**config.mk**
```make
export PLATFORM = sky130hd
export DESIGN_NAME = i2csf_top
export DESIGN_NICKNAME = d
export VERILOG_FILES = /design/src/rtl/i2csf_pkg.sv /design/src/rtl/i2csf_sync.sv /design/src/rtl/i2csf_flag.sv /design/src/rtl/i2csf_top.sv
export SDC_FILE = /design/constraint.sdc
export NUM_CORES = 1
export LEC_CHECK = 0
export BUFFER_PORTS_ARGS = -buffer_cell sky130_fd_sc_hd__buf_2
export CORE_ASPECT_RATIO = 0.8
export CORE_MARGIN = 8
export CORE_UTILIZATION = 56
export CTS_CLUSTER_SIZE = 12
export DETAILED_ROUTE_END_ITERATION = 10
export PLACE_DENSITY = 0.86
export SETUP_SLACK_MARGIN = 0.05
export SLEW_MARGIN = 10
export SYNTH_ARGS = -nofsm -noshare
export SYNTH_HDL_FRONTEND = slang
export SYNTH_HIERARCHICAL = 1
export SYNTH_SLANG_ARGS = --single-unit
```
**constraint.sdc**
```tcl
create_clock -name i_ref_clk -period 2.35 [get_ports i_ref_clk]
set_input_delay 0.1175 -clock i_ref_clk [delete_from_list [all_inputs] [get_ports i_ref_clk]]
set_output_delay 0.1175 -clock i_ref_clk [all_outputs]
set_load 0.02 [all_outputs]
```
**src/rtl/i2csf_pkg.sv**
```systemverilog
// constants shared by the serial bus status-flag block
package i2csf_pkg;

	// ****************************************
	// register map, byte addresses
	// ****************************************
	localparam int          AXI_AW       = 5;
	localparam logic [4:0]  OFS_STATUS   = 5'h00;
	localparam logic [4:0]  OFS_CTRL     = 5'h04;
	localparam logic [4:0]  OFS_ADDR     = 5'h08;
	localparam logic [4:0]  OFS_DATA     = 5'h0C;
	localparam logic [4:0]  OFS_IRQ_STAT = 5'h10;
	localparam logic [4:0]  OFS_IRQ_MASK = 5'h14;

	// ****************************************
	// bus_status_register fields
	// ****************************************
	localparam int          BIT_ERR_END  = 7;
	localparam int          BIT_NRM_END  = 6;
	localparam int          BIT_CONT_IRQ = 5;
	localparam int          BIT_SEC_HIT  = 4;
	localparam int          BIT_ARB_LOSS = 3;
	localparam int          BIT_OWN_HIT  = 2;
	localparam int          BIT_GEN_CALL = 1;
	localparam int          BIT_ACK      = 0;
	localparam logic [7:0]  STATUS_RST   = 8'h00;

	// ****************************************
	// control and address register fields
	// ****************************************
	localparam int          CTL_MASTER   = 0;
	localparam int          CTL_TX       = 1;
	localparam int          CTL_SERIAL   = 2;
	localparam int          CTL_FSX      = 3;
	localparam int          CTL_IRQF     = 4;
	localparam int          ADDR2_LSB    = 8;

	// ****************************************
	// frame and bus answers
	// ****************************************
	localparam logic [3:0]  FRAME_BITS   = 4'h8;
	localparam logic [7:0]  GEN_CALL     = 8'h00;
	localparam logic [1:0]  RESP_OKAY    = 2'h0;
	localparam logic [1:0]  RESP_SLVERR  = 2'h2;

endpackage

```
**src/rtl/i2csf_sync.sv**
```systemverilog
// two-stage synchroniser for the bus pins
`timescale 1ns/1ns
module i2csf_sync
	import i2csf_pkg::*;
#(
	parameter int W = 2
) (
	// clock and reset
	input  wire logic         i_ref_clk,
	input  wire logic         i_rstn,
	// asynchronous inputs and synchronised copies
	input  wire logic [W-1:0] i_d,
	output logic      [W-1:0] o_q
);

	typedef struct packed {
		logic [W-1:0] meta;
		logic [W-1:0] held;
	} i2csf_sync_t;

	i2csf_sync_t q;
	i2csf_sync_t d;

	// only the second stage is visible to logic
	always_comb begin
		d      = q;
		d.meta = i_d;
		d.held = q.meta;
	end

	always_ff @(posedge i_ref_clk or negedge i_rstn) begin
		if (!i_rstn) begin
			// pins idle high behind their pull-ups
			q <= '1;
		end else begin
			q <= d;
		end
	end

	assign o_q = q.held;

endmodule

```
**src/rtl/i2csf_flag.sv**
```systemverilog
// one sticky status flag, set beats clear
`timescale 1ns/1ns
module i2csf_flag
	import i2csf_pkg::*;
(
	// clock and reset
	input  wire logic i_ref_clk,
	input  wire logic i_rstn,
	// events
	input  wire logic i_set,
	input  wire logic i_clr,
	// flag
	output logic      o_q
);

	typedef struct packed {
		logic flag;
	} i2csf_flag_t;

	i2csf_flag_t q;
	i2csf_flag_t d;

	// an event in the clearing cycle must not be lost
	always_comb begin
		d = q;
		if (i_set) begin
			d.flag = 1'b1;
		end else if (i_clr) begin
			d.flag = 1'b0;
		end
	end

	// every flag comes out of reset clear
	always_ff @(posedge i_ref_clk or negedge i_rstn) begin
		if (!i_rstn) begin
			q <= '0;
		end else begin
			q <= d;
		end
	end

	assign o_q = q.flag;

endmodule

```
**src/rtl/i2csf_top.sv**
```systemverilog
// serial bus status-flag logic with register slave
//
// Contract
// - status register eight bits, reset zero
// - bits 7..1 clear-only, ack bit free
// - zero write after reading one clears
// - stop mid-frame sets error-end flag
// - error-end clears by write or irq-clear
// - stop after frame sets normal-end flag
// - tx-empty/rx-full sets continuous flag
// - continuous flag also sets interface irq
// - interface irq clear drops continuous flag
// - first byte equals second address field
// - second match cleared by start, master
// - data pin mismatch at clock rise
// - internal clock high at bus fall
// - data access clears arbitration loss
// - first byte own address or general call
// - data access clears own match flag
// - ack captured in tx, driven in rx
// - ack read source follows transmit select
`timescale 1ns/1ns
module i2csf_top
	import i2csf_pkg::*;
(
	// clock and reset
	input  wire logic              i_ref_clk,
	input  wire logic              i_rstn,
	// axi4-lite write
	input  wire logic [AXI_AW-1:0] i_awaddr,
	input  wire logic              i_awvalid,
	output logic                   o_awready,
	input  wire logic [31:0]       i_wdata,
	input  wire logic [3:0]        i_wstrb,
	input  wire logic              i_wvalid,
	output logic                   o_wready,
	output logic [1:0]             o_bresp,
	output logic                   o_bvalid,
	input  wire logic              i_bready,
	// axi4-lite read
	input  wire logic [AXI_AW-1:0] i_araddr,
	input  wire logic              i_arvalid,
	output logic                   o_arready,
	output logic [31:0]            o_rdata,
	output logic [1:0]             o_rresp,
	output logic                   o_rvalid,
	input  wire logic              i_rready,
	// bus pins
	input  wire logic              i_scl,
	input  wire logic              i_sda,
	output logic                   o_sda_out,
	output logic                   o_sda_oe,
	// transfer engine
	input  wire logic              i_int_sda,
	input  wire logic              i_int_scl,
	input  wire logic              i_tx_empty_set,
	input  wire logic              i_rx_full_set,
	output logic [7:0]             o_tx_data,
	output logic                   o_tx_load,
	// interrupt
	output logic                   o_irq
);

	// ****************************************
	// state
	// ****************************************
	typedef struct packed {
		logic              aw_held;
		logic [AXI_AW-1:0] aw_addr;
		logic              w_held;
		logic [31:0]       w_data;
		logic [3:0]        w_strb;
		logic              bvalid;
		logic [1:0]        bresp;
		logic              rvalid;
		logic [31:0]       rdata;
		logic [1:0]        rresp;
		logic [3:0]        ctrl;
		logic              interface_irq_flag;
		logic [6:0]        addr1;
		logic [6:0]        addr2;
		logic              ack_sw;
		logic              ack_bus;
		logic [7:0]        shift;
		logic [7:0]        rx_byte;
		logic [7:0]        tx_byte;
		logic              tx_load;
		logic [3:0]        bit_cnt;
		logic              first;
		logic              addressed;
		logic              ack_drv;
		logic              scl_d;
		logic              sda_d;
		logic [7:1]        armed;
		logic [7:1]        irq_stat;
		logic [7:1]        irq_mask;
	} i2csf_state_t;

	i2csf_state_t q;
	i2csf_state_t d;

	logic [1:0] pin_s;
	logic       scl_s;
	logic       sda_s;
	logic [7:1] flag;
	logic [7:1] set_vec;
	logic [7:1] clr_vec;
	logic [7:1] sw_clr;

	// ****************************************
	// pin sampling and bus events
	// ****************************************
	i2csf_sync #(
		.W (2)
	) u_sync (
		.i_ref_clk (i_ref_clk),
		.i_rstn    (i_rstn),
		.i_d       ({i_scl, i_sda}),
		.o_q       (pin_s)
	);

	assign scl_s = pin_s[1];
	assign sda_s = pin_s[0];

	logic scl_rise;
	logic scl_fall;
	logic start_evt;
	logic stop_evt;
	assign scl_rise  = scl_s & ~q.scl_d;
	assign scl_fall  = ~scl_s & q.scl_d;
	assign start_evt = scl_s & q.scl_d & q.sda_d & ~sda_s;
	assign stop_evt  = scl_s & q.scl_d & ~q.sda_d & sda_s;

	logic master;
	logic tx;
	logic addr_fmt;
	logic second_format_select;
	assign master   = q.ctrl[CTL_MASTER];
	assign tx       = q.ctrl[CTL_TX];
	assign addr_fmt = ~q.ctrl[CTL_SERIAL];
	assign second_format_select      = q.ctrl[CTL_FSX];

	logic [7:0] byte_now;
	logic       byte_end;
	logic       ack_rise;
	logic       slv_first;
	logic       gc_hit;
	logic       own_hit;
	logic       sec_hit;
	assign byte_now  = {q.shift[6:0], sda_s};
	assign byte_end  = scl_rise & (q.bit_cnt == FRAME_BITS - 4'h1);
	assign ack_rise  = scl_rise & (q.bit_cnt == FRAME_BITS);
	assign slv_first = byte_end & q.first & ~master & ~tx & addr_fmt;
	assign gc_hit    = byte_now == GEN_CALL;
	// own address or general call on first byte
	assign own_hit   = slv_first & ((byte_now[7:1] == q.addr1) | gc_hit);
	// second address only with second format select low
	assign sec_hit   = slv_first & ~second_format_select & (byte_now[7:1] == q.addr2);

	// ****************************************
	// flag set and clear terms
	// ****************************************
	logic al_set;
	logic continuous_transfer_irq_flag_set;
	logic error_end_flag_set;
	logic nstp_set;
	logic slv_stop;
	// pin disagrees with driven data at clock rise
	// own clock still high when the bus clock falls
	assign al_set   = master & tx & ((scl_rise & (i_int_sda != sda_s)) | (scl_fall & i_int_scl));
	// slave mode needs the second match
	assign continuous_transfer_irq_flag_set = (i_tx_empty_set | i_rx_full_set) & (master | flag[BIT_SEC_HIT]);
	assign slv_stop = stop_evt & ~master & addr_fmt;
	// bits pending beyond the stop's own clock rise
	assign error_end_flag_set = slv_stop & (q.bit_cnt > 4'h1);
	// only the stop's own clock rise since the frame ended
	assign nstp_set = slv_stop & (q.bit_cnt <= 4'h1);

	assign set_vec = {error_end_flag_set, nstp_set, continuous_transfer_irq_flag_set, sec_hit, al_set, own_hit, own_hit & gc_hit};

	logic [AXI_AW-1:0] wa;
	logic              wr_fire;
	logic              wr_lane0;
	logic              wr_st;
	logic              wr_ctrl;
	logic              wr_data;
	logic              rd_fire;
	logic              rd_st;
	logic              rd_data;
	assign wa       = q.aw_addr;
	assign wr_fire  = q.aw_held & q.w_held & ~q.bvalid;
	assign wr_lane0 = wr_fire & q.w_strb[0];
	assign wr_st    = wr_lane0 & (wa == OFS_STATUS);
	assign wr_ctrl  = wr_lane0 & (wa == OFS_CTRL);
	assign wr_data  = wr_lane0 & (wa == OFS_DATA);
	assign rd_fire  = i_arvalid & ~q.rvalid;
	assign rd_st    = rd_fire & (i_araddr == OFS_STATUS);
	assign rd_data  = rd_fire & (i_araddr == OFS_DATA);

	logic interface_irq_flag_set;
	logic interface_irq_flag_clr;
	logic data_clr;
	// every flag event raises the interface irq flag
	assign interface_irq_flag_set = |set_vec;
	assign interface_irq_flag_clr = wr_ctrl & ~q.w_data[CTL_IRQF] & q.interface_irq_flag & ~interface_irq_flag_set;
	assign data_clr = (wr_data & tx) | (rd_data & ~tx);

	// a zero clears only what was read as one
	// writing one leaves the flag alone
	assign sw_clr = {7{wr_st}} & ~q.w_data[7:1] & q.armed;

	// error-end also dropped with the irq flag
	assign clr_vec[BIT_ERR_END]  = sw_clr[BIT_ERR_END] | interface_irq_flag_clr;
	// normal-end also dropped with the irq flag
	assign clr_vec[BIT_NRM_END]  = sw_clr[BIT_NRM_END] | interface_irq_flag_clr;
	// continuous flag follows the irq flag clear
	assign clr_vec[BIT_CONT_IRQ] = sw_clr[BIT_CONT_IRQ] | interface_irq_flag_clr;
	// start clears, master mode holds clear
	assign clr_vec[BIT_SEC_HIT]  = sw_clr[BIT_SEC_HIT] | start_evt | master;
	// data register access clears arbitration loss
	assign clr_vec[BIT_ARB_LOSS] = sw_clr[BIT_ARB_LOSS] | data_clr;
	// data register access clears own match
	assign clr_vec[BIT_OWN_HIT]  = sw_clr[BIT_OWN_HIT] | data_clr | master;
	assign clr_vec[BIT_GEN_CALL] = sw_clr[BIT_GEN_CALL] | data_clr | master;

	// bits seven to one move only through set and clear terms
	for (genvar b = 1; b < 8; b++) begin : g_flag
		i2csf_flag u_flag (
			.i_ref_clk (i_ref_clk),
			.i_rstn    (i_rstn),
			.i_set     (set_vec[b]),
			.i_clr     (clr_vec[b]),
			.o_q       (flag[b])
		);
	end

	// ****************************************
	// register read data
	// ****************************************
	logic [7:0]  status_rd;
	logic [31:0] rd_word;
	logic        rd_ok;
	logic        ack_rd;
	// transmit select picks captured or written ack
	assign ack_rd    = tx ? q.ack_bus : q.ack_sw;
	assign status_rd = {flag, ack_rd};

	always_comb begin
		rd_word = 32'h0000_0000;
		rd_ok   = 1'b1;
		case (i_araddr)
			OFS_STATUS:   rd_word[7:0] = status_rd;
			OFS_CTRL:     rd_word[4:0] = {q.interface_irq_flag, q.ctrl};
			OFS_ADDR:     rd_word[14:0] = {q.addr2, 1'b0, q.addr1};
			OFS_DATA:     rd_word[7:0] = q.rx_byte;
			OFS_IRQ_STAT: rd_word[7:0] = {q.irq_stat, 1'b0};
			OFS_IRQ_MASK: rd_word[7:0] = {q.irq_mask, 1'b0};
			default:      rd_ok = 1'b0;
		endcase
	end

	logic wr_ok;
	assign wr_ok = (wa == OFS_STATUS) | (wa == OFS_CTRL) | (wa == OFS_ADDR) |
	               (wa == OFS_DATA) | (wa == OFS_IRQ_STAT) | (wa == OFS_IRQ_MASK);

	// ****************************************
	// next state
	// ****************************************
	always_comb begin
		d         = q;
		d.scl_d   = scl_s;
		d.sda_d   = sda_s;
		d.tx_load = 1'b0;

		if (i_awvalid && o_awready) begin
			d.aw_held = 1'b1;
			d.aw_addr = i_awaddr;
		end
		if (i_wvalid && o_wready) begin
			d.w_held = 1'b1;
			d.w_data = i_wdata;
			d.w_strb = i_wstrb;
		end
		if (q.bvalid && i_bready) begin
			d.bvalid = 1'b0;
		end
		if (wr_fire) begin
			d.aw_held = 1'b0;
			d.w_held  = 1'b0;
			d.bvalid  = 1'b1;
			d.bresp   = wr_ok ? RESP_OKAY : RESP_SLVERR;
		end
		if (q.rvalid && i_rready) begin
			d.rvalid = 1'b0;
		end
		if (rd_fire) begin
			d.rvalid = 1'b1;
			d.rdata  = rd_word;
			d.rresp  = rd_ok ? RESP_OKAY : RESP_SLVERR;
		end

		// register writes, low byte lane except addr2 on lane one
		if (wr_st) begin
			d.ack_sw = q.w_data[BIT_ACK];
		end
		if (wr_ctrl) begin
			d.ctrl = q.w_data[3:0];
		end
		if (wr_fire && (wa == OFS_ADDR)) begin
			if (q.w_strb[0]) begin
				d.addr1 = q.w_data[6:0];
			end
			if (q.w_strb[1]) begin
				d.addr2 = q.w_data[ADDR2_LSB +: 7];
			end
		end
		if (wr_data) begin
			d.tx_byte = q.w_data[7:0];
			d.tx_load = 1'b1;
		end
		if (wr_lane0 && (wa == OFS_IRQ_MASK)) begin
			d.irq_mask = q.w_data[7:1];
		end
		// events win over a write-one-to-clear
		d.irq_stat = q.irq_stat;
		if (wr_lane0 && (wa == OFS_IRQ_STAT)) begin
			d.irq_stat = q.irq_stat & ~q.w_data[7:1];
		end
		d.irq_stat = d.irq_stat | set_vec;

		if (interface_irq_flag_set) begin
			d.interface_irq_flag = 1'b1;
		end else if (interface_irq_flag_clr) begin
			d.interface_irq_flag = 1'b0;
		end

		// arm bits seen as one by a status read
		d.armed = (q.armed | ({7{rd_st}} & flag)) & ~clr_vec;

		// frame tracking on the sampled pins
		if (start_evt || stop_evt) begin
			d.bit_cnt   = 4'h0;
			d.first     = start_evt;
			d.addressed = 1'b0;
			d.ack_drv   = 1'b0;
		end else if (scl_rise) begin
			if (q.bit_cnt < FRAME_BITS) begin
				d.shift   = byte_now;
				d.bit_cnt = 4'(q.bit_cnt + 4'h1);
			end else begin
				d.bit_cnt = 4'h0;
				d.first   = 1'b0;
			end
			if (byte_end && !tx) begin
				d.rx_byte = byte_now;
			end
			// receiver's answer lands in the captured ack
			if (ack_rise && tx) begin
				d.ack_bus = sda_s;
			end
			if (own_hit || sec_hit) begin
				d.addressed = 1'b1;
			end
		end else if (scl_fall) begin
			// drive the written ack over the ninth clock
			d.ack_drv = (q.bit_cnt == FRAME_BITS) & ~tx & addr_fmt & (master | q.addressed);
		end
	end

	always_ff @(posedge i_ref_clk or negedge i_rstn) begin
		if (!i_rstn) begin
			q <= '0;
			// bus lines idle high, so no false edge follows reset
			q.scl_d <= 1'b1;
			q.sda_d <= 1'b1;
		end else begin
			q <= d;
		end
	end

	// ****************************************
	// outputs
	// ****************************************
	assign o_awready = ~q.aw_held & ~q.bvalid;
	assign o_wready  = ~q.w_held & ~q.bvalid;
	assign o_bvalid  = q.bvalid;
	assign o_bresp   = q.bresp;
	assign o_arready = ~q.rvalid;
	assign o_rvalid  = q.rvalid;
	assign o_rdata   = q.rdata;
	assign o_rresp   = q.rresp;
	// open drain: only a low level is ever driven
	assign o_sda_out = 1'b0;
	assign o_sda_oe  = q.ack_drv & ~q.ack_sw;
	assign o_tx_data = q.tx_byte;
	assign o_tx_load = q.tx_load;
	assign o_irq     = |(q.irq_stat & q.irq_mask);
endmodule

```
==> results_dict.tcl <==
set metrics [dict create \
    r2r_start "wa[1]" \
    internal_power_w 0.00537 \
    power.leakage_nw 3.56 \
    coreArea_sq_mm 0.0108 \
    area_growth_pct 20.7 \
    clk_latency_ns 0.42 \
    worstHoldStart "i_tx_empty_set" \
    port_buffers 72 \
    synth_top_area_frac 0.501 \
    instances_no_fill 797 \
    use_met3 0.0895 \
    reg2reg_slack_ns 0.11 \
    synth_top_area_cell "dfrtp_1" \
    slew_violations 0 \
    syn_avg_cell_area_sq_um 11.3 \
    numCtsBuffers 17 \
    clock-root-buffer "clkbuf_16" \
    start_util 0.570 \
    max_freq_ghz 0.447 \
    slew-limit-headroom 0.616 \
    grt_use_met2 0.347 \
    grt_use_met1 0.289 \
    hp-class "input pin to flip-flop" \
    ys_async_sr_fraction 1.00 \
    ant_nets 0 \
    drive_gt1_frac 0.329 \
    row_count 34 \
    initialDrtViolationCount 585 \
    clock_sinks 129 \
    holdPathEnd "q[11]" \
    place_area_sq_mm 0.00650 \
    final_cell_mix "dfrtp_1, buf_2, mux2_2" \
    clock_path_buffers 2 \
    clock_power_share 0.336 \
    synth-seq-cells 129 \
    status "complete, no violations" \
    grt_max_degree 65 \
    die_height_microns 110 \
    ios 112 \
    final_common_cell "dfrtp_1" \
    fin_crit_sh 0.953 \
    antenna_found_initial 0 \
    synth_enable_flop_cells 0 \
    clk_pin_slew_ns 0.06 \
    cp.required_ns 2.65 \
    critical_path_class "flip-flop to flip-flop" \
    yosys_warnings 6 \
    finalSetupTns_ns 0 \
    startpoint_type "flip-flop" \
    p_sw_frac 0.328 \
    min_period_ns 2.24 \
    cts_tree "done" \
    cp_data_arrival_time_ns 2.54 \
    drt_pre_antenna_iters 9 \
    busiest_layer "met2" \
    rsz0062_at_grt "false" \
    drc 0 \
    vias 4603 \
    final_area_sq_mm 0.00741 \
    htreeDepth 4 \
    p_seq_frac 0.441 \
    worst_pin_slew_ns 0.573 \
    cap_viol_max_count 0 \
    numPlacedInstances 735 \
    p_switching_w 0.00262 \
    final_nets 703 \
    cp_max_fo 13 \
    grt_pass1_wl_mm 25.5 \
    finalHoldViolCount 0 \
    hpwl_mm 11.1 \
    power.total_w 0.00798 \
    dieWidth_microns 133 \
    totalWireLength_mm 15.7 \
    pwr-share-comb 0.223 \
    track_usage 0.226 \
    synth_cell_types 57 \
    critPathCaptureType "flip-flop" \
    overflow 0 \
    r2r_cells 8 \
    dieArea_sq_mm 0.0146 \
    p_per_area_mw_per_mm2 1080 \
    diodes 0 \
    synth_area_leaders "dfrtp_1, mux2_2, buf_4, nand2_1, o21ai_0" \
    synthCells 544 \
    setup_viol 0 \
    grt_pass1_vias 4825 \
    synth_flop_cell "dfrtp_1" \
    seq_area_frac_synth 0.527 \
    gp_congestion 0.950 \
    holdWs_ns 0.0364 \
    netlist_area_sq_mm 0.00614 \
    wire_per_inst_microns 19.8 \
    r2r-end "g_flag[3].u_flag/o_q" \
    vias_per_cell 5.78 \
    clock_skew_ns 0.00550 \
    vdd_drop_max_mv 0.818 \
    hold_depth 3 \
]
==> cell families (layout without fill, tap and decap cells) <==
kind of cell | after synthesis | in the layout | synth area share
other | 1 | 20 | 0.000611
DFF | 129 | 129 | 0.527
and+or+nand+nor | 142 | 142 | 0.126
adders and majority gates | 4 | 4 | 0.00815
AOI/OAI and AO/OA | 100 | 100 | 0.112
xor gates and xnor gates | 16 | 16 | 0.0228
muxes | 67 | 67 | 0.123
buffers and inverters | 85 | 175 | 0.0805
==> area by class of cell <==
class / instances / area [sq um]
fillers: 718 / 3350
flip-flops and latches: 129 / 3240
multi-input cells: 349 / 2490
repair buffers: 122 / 821
clock buffers: 19 / 443
well taps: 144 / 180
clock inverters: 13 / 161
inverters: 21 / 78.8
==> power by group through the flow <==
stage | logic [W] | clock network [W] | registers (W)
after floorplan | 0.00137 | 0 | 0.00324
after global placement | 0.00164 | 0 | 0.00345
after detailed placement | 0.00171 | 0 | 0.00351
after CTS | 0.00177 | 0.00270 | 0.00349
after global routing | 0.00195 | 0.00282 | 0.00358
final | 0.00178 | 0.00268 | 0.00352
==> critical path, cell delays in order, from the launching register on <==
cell and delay (ns):
dfrtp_1 0.39, or3b_4 0.44, nor3_4 0.19, buf_4 0.19, nand2_1 0.33, nor2_1 0.24
a21o_1 0.14, inv_1 0.04, a21o_1 0.15
==> worst max-delay path by stage <==
stage | cells past startpoint | startpoint | end | slack, ns
5_1_grt | 10 | q[26] | g_flag[5].u_flag/o_q | 0.06
3_5_place_dp | 10 | q[26] | g_flag[5].u_flag/o_q | 0.15
2_1_floorplan | 7 | o_bvalid | g_flag[5].u_flag/o_q | 0.27
4_1_cts | 10 | q[26] | g_flag[5].u_flag/o_q | 0.13
6_report | 8 | wa[1] | g_flag[3].u_flag/o_q | 0.11
3_3_place_gp | 10 | q[26] | g_flag[5].u_flag/o_q | 0.23
==> synthesized netlist by cell type, types with 2 or more instances <==
| master | count |
|---|---|
| dfrtp_1 | 123 |
| mux2_2 | 67 |
| nand2_1 | 50 |
| buf_4 | 46 |
| o21ai_0 | 36 |
| nor2_1 | 28 |
| inv_1 | 21 |
| clkbuf_1 | 16 |
| a21o_1 | 14 |
| nand3b_1 | 12 |
| xor2_1 | 10 |
| a31oi_1 | 9 |
| a21oi_1 | 8 |
| a222oi_1 | 8 |
| a22oi_1 | 6 |
| and3_1 | 6 |
| dfstp_2 | 6 |
| nand3_1 | 6 |
| xnor2_1 | 6 |
| nor2b_1 | 5 |
| a221oi_1 | 4 |
| ha_1 | 4 |
| nor4_1 | 4 |
| and2_1 | 3 |
| nand4_1 | 3 |
| nor3_1 | 3 |
| a21boi_0 | 2 |
| a21o_2 | 2 |
| a22o_1 | 2 |
| buf_2 | 2 |
| nand2b_1 | 2 |
| nand4b_1 | 2 |
| nor3_2 | 2 |
| nor4b_1 | 2 |
| o22ai_1 | 2 |
==> timing repair <==
action,CTS,global route
setup buffers,0,2
hold endpoints to repair,60,0
endpoints found under the setup margin,0,3
gates resized for setup,0,2
hold buffers,28,0
==> per-stage QoR <==
stage,utilization,setup WS [ns]
floorplan,-,0.265
global placement,0.604,0.232
detailed placement,0.604,0.148
CTS,0.686,0.126
global route,0.688,0.0610
finish,0.688,0.110
==> layer usage <==
layer	wire length [microns]	vias up
li1	-	2048
met1	6400	2270
met2	7160	263
met3	1960	22
met4	231	0
met5	0	-
==> flip-flops by register name, summed over array words and instances, names as in the netlist, 2 cells and up <==
| signal | count |
|---|---|
| u_sync/o_q | 2 |
| o_tx_data | 8 |
| byte_now | 7 |
| q | 77 |
| g_flag.u_flag/o_q | 7 |
| o_rdata | 15 |
| u_sync/d | 2 |
| wa | 5 |
No activity file was read; power rests on OpenSTA's default activity.
